**src/verilog/sdf_pkg.sv**
```systemverilog
// Behaviour
// The output is a linear-phase sinc low-pass average of the one-bit modulator stream.
// One output sample is made per selected-ratio count of modulator samples.
// A three-bit ratio field selects a ratio from the set 64 to 16384; the three-bit osr_sel here reaches only 64 to 8192.
// Nominal master and modulator rates are 8.192/4.096, 4.096/2.048 and 2.048/1.024 MHz.
// The stream feeds a third-order sinc path and a fast-settling path in parallel.
// After reset the output is taken from the first-order fast-settling path.
// After two conversions the output moves to the third-order path until the next reset.
// For ratios 64 to 1024 the third-order path decimates by the whole ratio.
// Above 1024 the third-order path decimates by 1024 and a first-order stage does 2 to 16.
// Plain boxcar sums give nulls at every multiple of the output rate.
// Enable, input, gain changes or a resync restart the settling interval.
// Settling lasts 728 to 33368 master clock periods for ratios 64 to 16384.
// Samples and the ready indication keep flowing while the filter settles.
// The host discards samples until the first ready edge after the settling interval.
// The modulator rate is exactly half the master clock rate.
// Ratio field values map in ascending order from 64.
// A resync clears integrator and comb state of both paths and restarts settling.
package sdf_pkg;

  // ----------------------------------------------------------------
  // Ratio selection
  // ----------------------------------------------------------------
  localparam int          SDF_OSR_W      = 3;
  localparam int          SDF_NUM_OSR    = 9;
  localparam logic [4:0]  SDF_OSR_LOG2_0 = 5'h06;
  localparam logic [4:0]  SDF_S3_LOG2MAX = 5'h0A;
  localparam logic [1:0]  SDF_FAST_CONVS = 2'h2;
  localparam int          SDF_MCLK_DIV   = 2;

  // ----------------------------------------------------------------
  // Nominal rates in kHz, kept for reference by software models
  // ----------------------------------------------------------------
  localparam int SDF_HR_MCLK_KHZ  = 8192;
  localparam int SDF_LP_MCLK_KHZ  = 4096;
  localparam int SDF_VLP_MCLK_KHZ = 2048;
  localparam int SDF_HR_MOD_KHZ   = SDF_HR_MCLK_KHZ / SDF_MCLK_DIV;
  localparam int SDF_LP_MOD_KHZ   = SDF_LP_MCLK_KHZ / SDF_MCLK_DIV;
  localparam int SDF_VLP_MOD_KHZ  = SDF_VLP_MCLK_KHZ / SDF_MCLK_DIV;

  // ----------------------------------------------------------------
  // Settling intervals in master clock periods, ratio 64 first
  // ----------------------------------------------------------------
  localparam logic [SDF_NUM_OSR-1:0][15:0] SDF_SETTLE_TAB = {
    16'h8258, 16'h4258, 16'h2258, 16'h1258, 16'h0A58,
    16'h0658, 16'h0458, 16'h0358, 16'h02D8
  };

  // ----------------------------------------------------------------
  // Datapath widths
  // ----------------------------------------------------------------
  localparam int SDF_S3_W   = 32;
  localparam int SDF_S1_W   = 36;
  localparam int SDF_FAST_W = 16;
  localparam int SDF_OUT_W  = 24;
  localparam int SDF_NORM_W = 48;

  typedef struct packed {
    logic [SDF_OUT_W-1:0] data;
    logic                 fast;
  } sdf_sample_t;

endpackage
```
**src/verilog/sdf_decim.sv**
```systemverilog
`timescale 1ns/1ps
module sdf_decim
  import sdf_pkg::*;
#(
  parameter int                                OSR_W      = SDF_OSR_W,
  parameter logic [SDF_NUM_OSR-1:0][15:0]      SETTLE_TAB = SDF_SETTLE_TAB
) (
  // Clock and reset
  input  wire logic              clk,
  input  wire logic              rst_n,
  // Modulator pins
  input  wire logic              master_clock_in,
  input  wire logic              mod_bit,
  // Control from configuration logic
  input  wire logic [OSR_W-1:0]  osr_sel,
  input  wire logic              resync,
  input  wire logic              cfg_change,
  // Samples toward calibration logic
  output sdf_sample_t            sample_out,
  output logic                   sample_valid,
  input  wire logic              sample_ack,
  output logic                   conversion_ready_n,
  // Status
  output logic                   settle_done
);

  // ----------------------------------------------------------------
  // Helpers
  // ----------------------------------------------------------------
  function automatic logic [3:0] osr_index(input logic [OSR_W-1:0] sel);
    logic [31:0] s;
    s = 32'(sel);
    // ascending ratio map
    if (s >= SDF_NUM_OSR) begin
      return 4'(SDF_NUM_OSR - 1);
    end
    return s[3:0];
  endfunction

  function automatic logic [14:0] pow2_m1(input logic [4:0] l);
    return 15'((32'h1 << l) - 32'h1);
  endfunction

  function automatic logic [SDF_OUT_W-1:0] norm(input logic signed [SDF_NORM_W-1:0] v,
                                                input logic [5:0] fs);
    logic [SDF_NORM_W-1:0] sh;
    sh = v <<< (6'd47 - fs);
    // Only an all-ones input reaches plus full scale; clamp it.
    if (v > 0 && sh[SDF_NORM_W-1]) begin
      return 24'h7FFFFF;
    end
    return sh[SDF_NORM_W-1 -: SDF_OUT_W];
  endfunction

  // ----------------------------------------------------------------
  // Pin synchronisers and modulator tick
  // ----------------------------------------------------------------
  logic mclk_s1_r, mclk_s2_r, mclk_s3_r;
  logic mbit_s1_r, mbit_s2_r;
  logic half_r;
  logic mclk_rise;
  logic mod_tick;

  always_ff @(posedge clk or negedge rst_n) begin
    if (!rst_n) begin
      mclk_s1_r <= 1'b0;
      mclk_s2_r <= 1'b0;
      mclk_s3_r <= 1'b0;
      mbit_s1_r <= 1'b0;
      mbit_s2_r <= 1'b0;
    end else begin
      mclk_s1_r <= master_clock_in;
      mclk_s2_r <= mclk_s1_r;
      mclk_s3_r <= mclk_s2_r;
      mbit_s1_r <= mod_bit;
      mbit_s2_r <= mbit_s1_r;
    end
  end

  assign mclk_rise = mclk_s2_r & ~mclk_s3_r;

  // modulator at half master
  always_ff @(posedge clk or negedge rst_n) begin
    if (!rst_n) begin
      half_r <= 1'b0;
    end else if (mclk_rise) begin
      half_r <= ~half_r;
    end
  end

  // rate follows master pin
  assign mod_tick = mclk_rise & half_r;

  // ----------------------------------------------------------------
  // Ratio decode and phase counter
  // ----------------------------------------------------------------
  logic [3:0]  idx;
  logic [4:0]  l_all;
  logic [4:0]  l_s3;
  logic        use_s1;
  logic [14:0] ph_r;
  logic        s3_end;
  logic        all_end;

  // ratio field decode
  assign idx     = osr_index(osr_sel);
  assign l_all   = SDF_OSR_LOG2_0 + 5'(idx);
  assign use_s1  = l_all > SDF_S3_LOG2MAX;
  // third-order stage capped at 1024
  assign l_s3    = use_s1 ? SDF_S3_LOG2MAX : l_all;
  assign s3_end  = mod_tick && ((ph_r & pow2_m1(l_s3)) == pow2_m1(l_s3));
  // one sample per ratio count
  assign all_end = mod_tick && (ph_r == pow2_m1(l_all));

  always_ff @(posedge clk or negedge rst_n) begin
    if (!rst_n) begin
      ph_r <= 15'h0000;
    end else if (resync || all_end) begin
      ph_r <= 15'h0000;
    end else if (mod_tick) begin
      ph_r <= ph_r + 15'h0001;
    end
  end

  // ----------------------------------------------------------------
  // Third-order integrators and combs
  // ----------------------------------------------------------------
  logic signed [SDF_S3_W-1:0]   x;
  logic signed [SDF_S3_W-1:0]   i1_r, i2_r, i3_r;
  logic signed [SDF_S3_W-1:0]   z0_r, z1_r, z2_r;
  logic signed [SDF_S3_W-1:0]   c1, c2, c3;
  logic signed [SDF_S1_W-1:0]   s1_acc_r;
  logic signed [SDF_S1_W-1:0]   s1_sum;
  logic signed [SDF_FAST_W-1:0] f_acc_r;
  logic signed [SDF_FAST_W-1:0] f_sum;

  // one-bit stream as plus or minus one
  assign x = mbit_s2_r ? 32'sh00000001 : 32'shFFFFFFFF;

  // both paths see every modulator sample
  always_ff @(posedge clk or negedge rst_n) begin
    if (!rst_n) begin
      i1_r <= '0;
      i2_r <= '0;
      i3_r <= '0;
    end else if (resync) begin
      // resync clears integrators
      i1_r <= '0;
      i2_r <= '0;
      i3_r <= '0;
    end else if (mod_tick) begin
      i1_r <= i1_r + x;
      i2_r <= i2_r + i1_r;
      i3_r <= i3_r + i2_r;
    end
  end

  // Wrapping arithmetic is safe: the comb differences are exact modulo 2^32.
  assign c1 = i3_r - z0_r;
  assign c2 = c1 - z1_r;
  assign c3 = c2 - z2_r;

  always_ff @(posedge clk or negedge rst_n) begin
    if (!rst_n) begin
      z0_r <= '0;
      z1_r <= '0;
      z2_r <= '0;
    end else if (resync) begin
      // resync clears combs
      z0_r <= '0;
      z1_r <= '0;
      z2_r <= '0;
    end else if (s3_end) begin
      z0_r <= i3_r;
      z1_r <= c1;
      z2_r <= c2;
    end
  end

  // first-order stage after 1024
  assign s1_sum = s1_acc_r + SDF_S1_W'(c3);

  always_ff @(posedge clk or negedge rst_n) begin
    if (!rst_n) begin
      s1_acc_r <= '0;
    end else if (resync || all_end) begin
      s1_acc_r <= '0;
    end else if (s3_end) begin
      s1_acc_r <= s1_sum;
    end
  end

  // ----------------------------------------------------------------
  // Fast-settling path
  // ----------------------------------------------------------------
  assign f_sum = f_acc_r + SDF_FAST_W'(x);

  // first-order boxcar over the whole ratio
  always_ff @(posedge clk or negedge rst_n) begin
    if (!rst_n) begin
      f_acc_r <= '0;
    end else if (resync || all_end) begin
      f_acc_r <= '0;
    end else if (mod_tick) begin
      f_acc_r <= f_sum;
    end
  end

  // ----------------------------------------------------------------
  // Path selection and output
  // ----------------------------------------------------------------
  logic [1:0]           conv_r;
  logic                 sel_fast;
  logic [SDF_OUT_W-1:0] s3_norm;
  logic [SDF_OUT_W-1:0] f_norm;
  logic                 reassert_r;

  // two fast conversions, then third-order until reset
  assign sel_fast = conv_r < SDF_FAST_CONVS;

  always_ff @(posedge clk or negedge rst_n) begin
    if (!rst_n) begin
      conv_r <= 2'h0;
    end else if (all_end && sel_fast) begin
      conv_r <= conv_r + 2'h1;
    end
  end

  // direct third-order result up to 1024
  // boxcar sums place nulls at output-rate multiples
  assign s3_norm = use_s1 ? norm(SDF_NORM_W'(s1_sum), 6'(l_all) + 6'h14)
                          : norm(SDF_NORM_W'(c3), 6'(l_s3) * 6'h03);
  assign f_norm  = norm(SDF_NORM_W'(f_sum), 6'(l_all));

  always_ff @(posedge clk or negedge rst_n) begin
    if (!rst_n) begin
      sample_out   <= '0;
      sample_valid <= 1'b0;
    end else begin
      sample_valid <= all_end;
      if (all_end) begin
        sample_out.data <= sel_fast ? f_norm : s3_norm;
        sample_out.fast <= sel_fast;
      end
    end
  end

  // A new sample over an unacknowledged one forces a high cycle first, so each sample
  // shows its own falling edge.
  // ready never gated by settling
  always_ff @(posedge clk or negedge rst_n) begin
    if (!rst_n) begin
      conversion_ready_n <= 1'b1;
      reassert_r         <= 1'b0;
    end else if (sample_valid) begin
      conversion_ready_n <= ~conversion_ready_n;
      reassert_r         <= ~conversion_ready_n;
    end else if (reassert_r) begin
      conversion_ready_n <= 1'b0;
      reassert_r         <= 1'b0;
    end else if (sample_ack) begin
      conversion_ready_n <= 1'b1;
    end
  end

  // ----------------------------------------------------------------
  // Settling interval
  // ----------------------------------------------------------------
  logic [15:0] settle_cnt_r;

  // restart on reconfiguration or resync
  // count master periods to the table
  always_ff @(posedge clk or negedge rst_n) begin
    if (!rst_n) begin
      settle_cnt_r <= 16'h0000;
    end else if (resync || cfg_change) begin
      settle_cnt_r <= 16'h0000;
    end else if (mclk_rise && settle_cnt_r < SETTLE_TAB[idx]) begin
      settle_cnt_r <= settle_cnt_r + 16'h0001;
    end
  end

  assign settle_done = settle_cnt_r >= SETTLE_TAB[idx];

endmodule

```
**config.mk**
```make
export PLATFORM = sky130hd
export DESIGN_NAME = sdf_decim
export DESIGN_NICKNAME = d
export VERILOG_FILES = /design/src/verilog/sdf_pkg.sv /design/src/verilog/sdf_decim.sv
export SDC_FILE = /design/constraint.sdc
export NUM_CORES = 1
export LEC_CHECK = 0
export BUFFER_PORTS_ARGS = -buffer_cell sky130_fd_sc_hd__buf_2
export CORE_MARGIN = 5
export CORE_UTILIZATION = 26
export DETAILED_ROUTE_END_ITERATION = 12
export PLACE_DENSITY = 0.52
export SLEW_MARGIN = 20
export SYNTH_ARGS = -nofsm -noshare
export SYNTH_HDL_FRONTEND = slang
export SYNTH_SLANG_ARGS = --single-unit
```
**constraint.sdc**
```tcl
create_clock -name clk -period 10.3 [get_ports clk]
set_input_delay 0 -clock clk [delete_from_list [all_inputs] [get_ports clk]]
set_output_delay 0 -clock clk [all_outputs]
set_load 0.005 [all_outputs]
```
==> qor.csv <==
stage,metric,value,unit
floorplanning,die_area,0.121,mm^2
sta,hold_viol,0,
logic_synthesis,synth_ff_type,dfrtp_1,
cts,clock-sinks,311,
critical_path,startpoint,i3_r[0],
place,dp_cells,5243,
sta,fmax,102,MHz
cts,clk_pin_slew_worst_paths,0.06,ns
worst_hold_path,hold_path_class,primary input to asynchronous set/reset pin,
route,ant_nets,0,
flow_run,cap_violations,0,
logic_synthesis,synth.distinct_cells,96,
route,remaining_drc_errors,0,
floorplanning,die_w,348,um
sta,fin_skew,0.0163,ns
critical_path,reg2regPathDepth,44,
route,wl,87.1,mm
sta,worst_pin_slew,1.12,ns
place,hpwl,62.8,mm
logic_synthesis,syn_inst,3809,
route,drtPass1Iterations,6,
critical_path,crit_path_max_fanout,13,
sta,timing.final.crit_share,0.950,
finish,regArea,0.00778,mm^2
finish,finalNonFillerCells,5329,
critical_path,crit_path_frequent_cell,a21o_1,
sta,slew_headroom,0.249,
critical_path,max_stage_delay,0.46,ns
sta,hold_ws,0.0520,ns
cts,cts.htree.levels,2,
finish,multi_input_area,0.0207,mm^2
critical_path,critPathKind,flop to flop,
floorplanning,start_util,0.261,
floorplanning,boundaryPins,38,
finish,final_nets,4072,
critical_path,crit_path_start_kind,flop,
place,gp_congestion,0.891,
global_route,grtUsageMet1,0.197,
critical_path,worstPathArrival,10.26,ns
global_route,grt_remaining_overflow,0,
critical_path,rrSetupSlack,0.51,ns
logic_synthesis,synth_edf_count,0,
finish,num-fill-cells,12307,
route,wl_per_cell,16.3,um
global_route,grt_usage,0.139,
global_route,antenna_found_initial,1,
critical_path,path_buf_inv,3,
critical_path,crit_required,10.77,ns
global_route,grt_max_degree,154,
global_route,grt_busiest_layer,met2,
sta,timing.final.crit_period,9.79,ns
critical_path,rr_endpoint,sample_out[16],
logic_synthesis,yosysSeqAreaShare,0.262,
floorplanning,design.core.area,0.114,mm^2
finish,syn_to_final_growth,12.2,%
global_route,grt_pass1_wl,141,mm
logic_synthesis,ys_seq_elements,311,
cts,numCtsBuffers,40,
run_status,outcome,finished clean,
logic_synthesis,synth_area,0.0297,mm^2
route,vias,27065,
logic_synthesis,yosysWarnings,0,
global_route,first_global_vias,26039,
place,port_buffers,37,
cts,cts_root_buffer,clkbuf_16,
finish,diodes,0,
sta,slew_violations,0,
logic_synthesis,avgSynthCellArea,7.81,um^2
route,via_per_inst,5.08,
cts,cts_buffer_depth,3,
critical_path,cp_slowest_cell,or3b_2,
sta,setup_viol,0,
route,drtIter0Drc,1691,
logic_synthesis,synthArstFlopShare,1.00,
critical_path,critPathTopFamily,compound AO/OA/AOI/OAI gates,
floorplanning,die_h,348,um
sta,tns,0,ns
finish,drive_above_1_share,0.0807,
place,place_ws,-0.0585,ns
critical_path,r2r_start,i3_r[0],
global_route,grtUsageMet3,0.0189,
sta,worst_slack,0.512,ns
global_route,use_met2,0.222,
floorplanning,rows,124,
cts,cts_tree,done,
critical_path,end_kind,flop,
cts,insertion_delay,0.59,ns
metal layers:
metal  vias up  share of wire  wire length [um]
li1      13618              -                 -
met1     12830           0.49             42600
met2       502           0.45             38900
met3       113          0.041              3570
met4         2          0.023              1990
met5         -        0.00015                13
through the flow:
| step | util | instance area, um^2 |
|---|---|---|
| 6_report | 0.293 | 33400 |
| 5_1_grt | 0.293 | 33400 |
| 4_1_cts | 0.291 | 33100 |
| 3_5_place_dp | 0.278 | 31700 |
| 3_3_place_gp | 0.278 | 31700 |
| 2_1_floorplan | - | 29700 |
how the worst max path moves through the flow:
| stage | slack (ns) | cells past startpoint | end |
|---|---|---|---|
| after floorplan | 1.09 | 46 | sample_out[20] |
| after global placement | 0.03 | 44 | sample_out[6] |
| after detailed placement | -0.06 | 42 | sample_out[7] |
| after CTS | 0.02 | 42 | sample_out[20] |
| after global routing | -0.05 | 44 | sample_out[11] |
| final | 0.51 | 44 | sample_out[16] |
cells by family after synthesis:
logic type / Yosys count / synth area share
other cells: 1 / 0.000126
mux: 137 / 0.0545
flops: 311 / 0.262
buf+inv: 393 / 0.0498
fa+ha+maj: 275 / 0.118
xor+xnor: 227 / 0.0686
compound gates: 1197 / 0.255
simple gates: 1268 / 0.192
what timing repair did:
action,CTS,global route
setup buffers,0,7
pin swaps,0,16
setup endpoints to repair,11,24
gates resized for setup,5,52
endpoints found under the hold margin,131,0
hold buffers,7,0
flip-flops by register name, indices dropped and copies added, names as in the netlist, 2 cells and up:
register / count
z2_r: 32
z0_r: 32
conv_r: 2
i2_r: 32
sample_out: 25
z1_r: 32
f_acc_r: 16
i3_r: 32
s1_acc_r: 36
i1_r: 32
settle_cnt_r: 16
ph_r: 15
cell usage after synthesis, drive strengths merged (43+ instances only):
library cell / instances / area, um^2
nand2: 580 / 2180
a21oi: 458 / 2300
dfrtp: 310 / 7760
nor2: 278 / 1040
ha: 266 / 3330
inv: 211 / 792
o21ai: 204 / 1020
clkbuf: 148 / 556
xnor2: 137 / 1200
a21o: 109 / 818
mux2i: 91 / 911
xor2: 87 / 769
nor3: 69 / 355
nand3: 65 / 325
o21a: 47 / 353
o21bai: 45 / 338
a211oi: 43 / 328
worst register-to-register path, delay by kind of cell (launching register included):
family / cells / cell delay [ns]
AOI/OAI and AO/OA: 20 / 3.84
xor gates and xnor gates: 3 / 0.52
adders and majority gates: 5 / 1.63
buffers and inverters: 3 / 0.32
DFF: 1 / 0.40
muxes: 2 / 0.72
and+or+nand+nor: 11 / 2.25
layout make-up:
| cell class | count | share of cell area |
|---|---|---|
| Multi-Input combinational cell | 3106 | 0.622 |
| Sequential cell | 311 | 0.233 |
| Clock buffer | 64 | 0.0375 |
| Inverter | 214 | 0.0241 |
| Timing Repair Buffer | 114 | 0.0243 |
| Tap cell | 1512 | 0.0567 |
| Clock inverter | 8 | 0.00236 |
cell usage in the layout (no fill, tap or decap), types with 69 or more instances in the layout:
cell,netlist,routed
o21ai_0,202,196
dfrtp_1,310,310
ha_1,266,258
xnor2_1,137,135
buf_4,0,69
mux2i_1,91,90
nor2_1,278,275
nand2_1,580,580
a21o_1,109,108
xor2_1,86,82
a21oi_1,456,447
inv_1,208,207
Power is left out: the tool's default activity adds up to more than one toggle a clock period on the data nets, which glitch-free logic cannot reach.
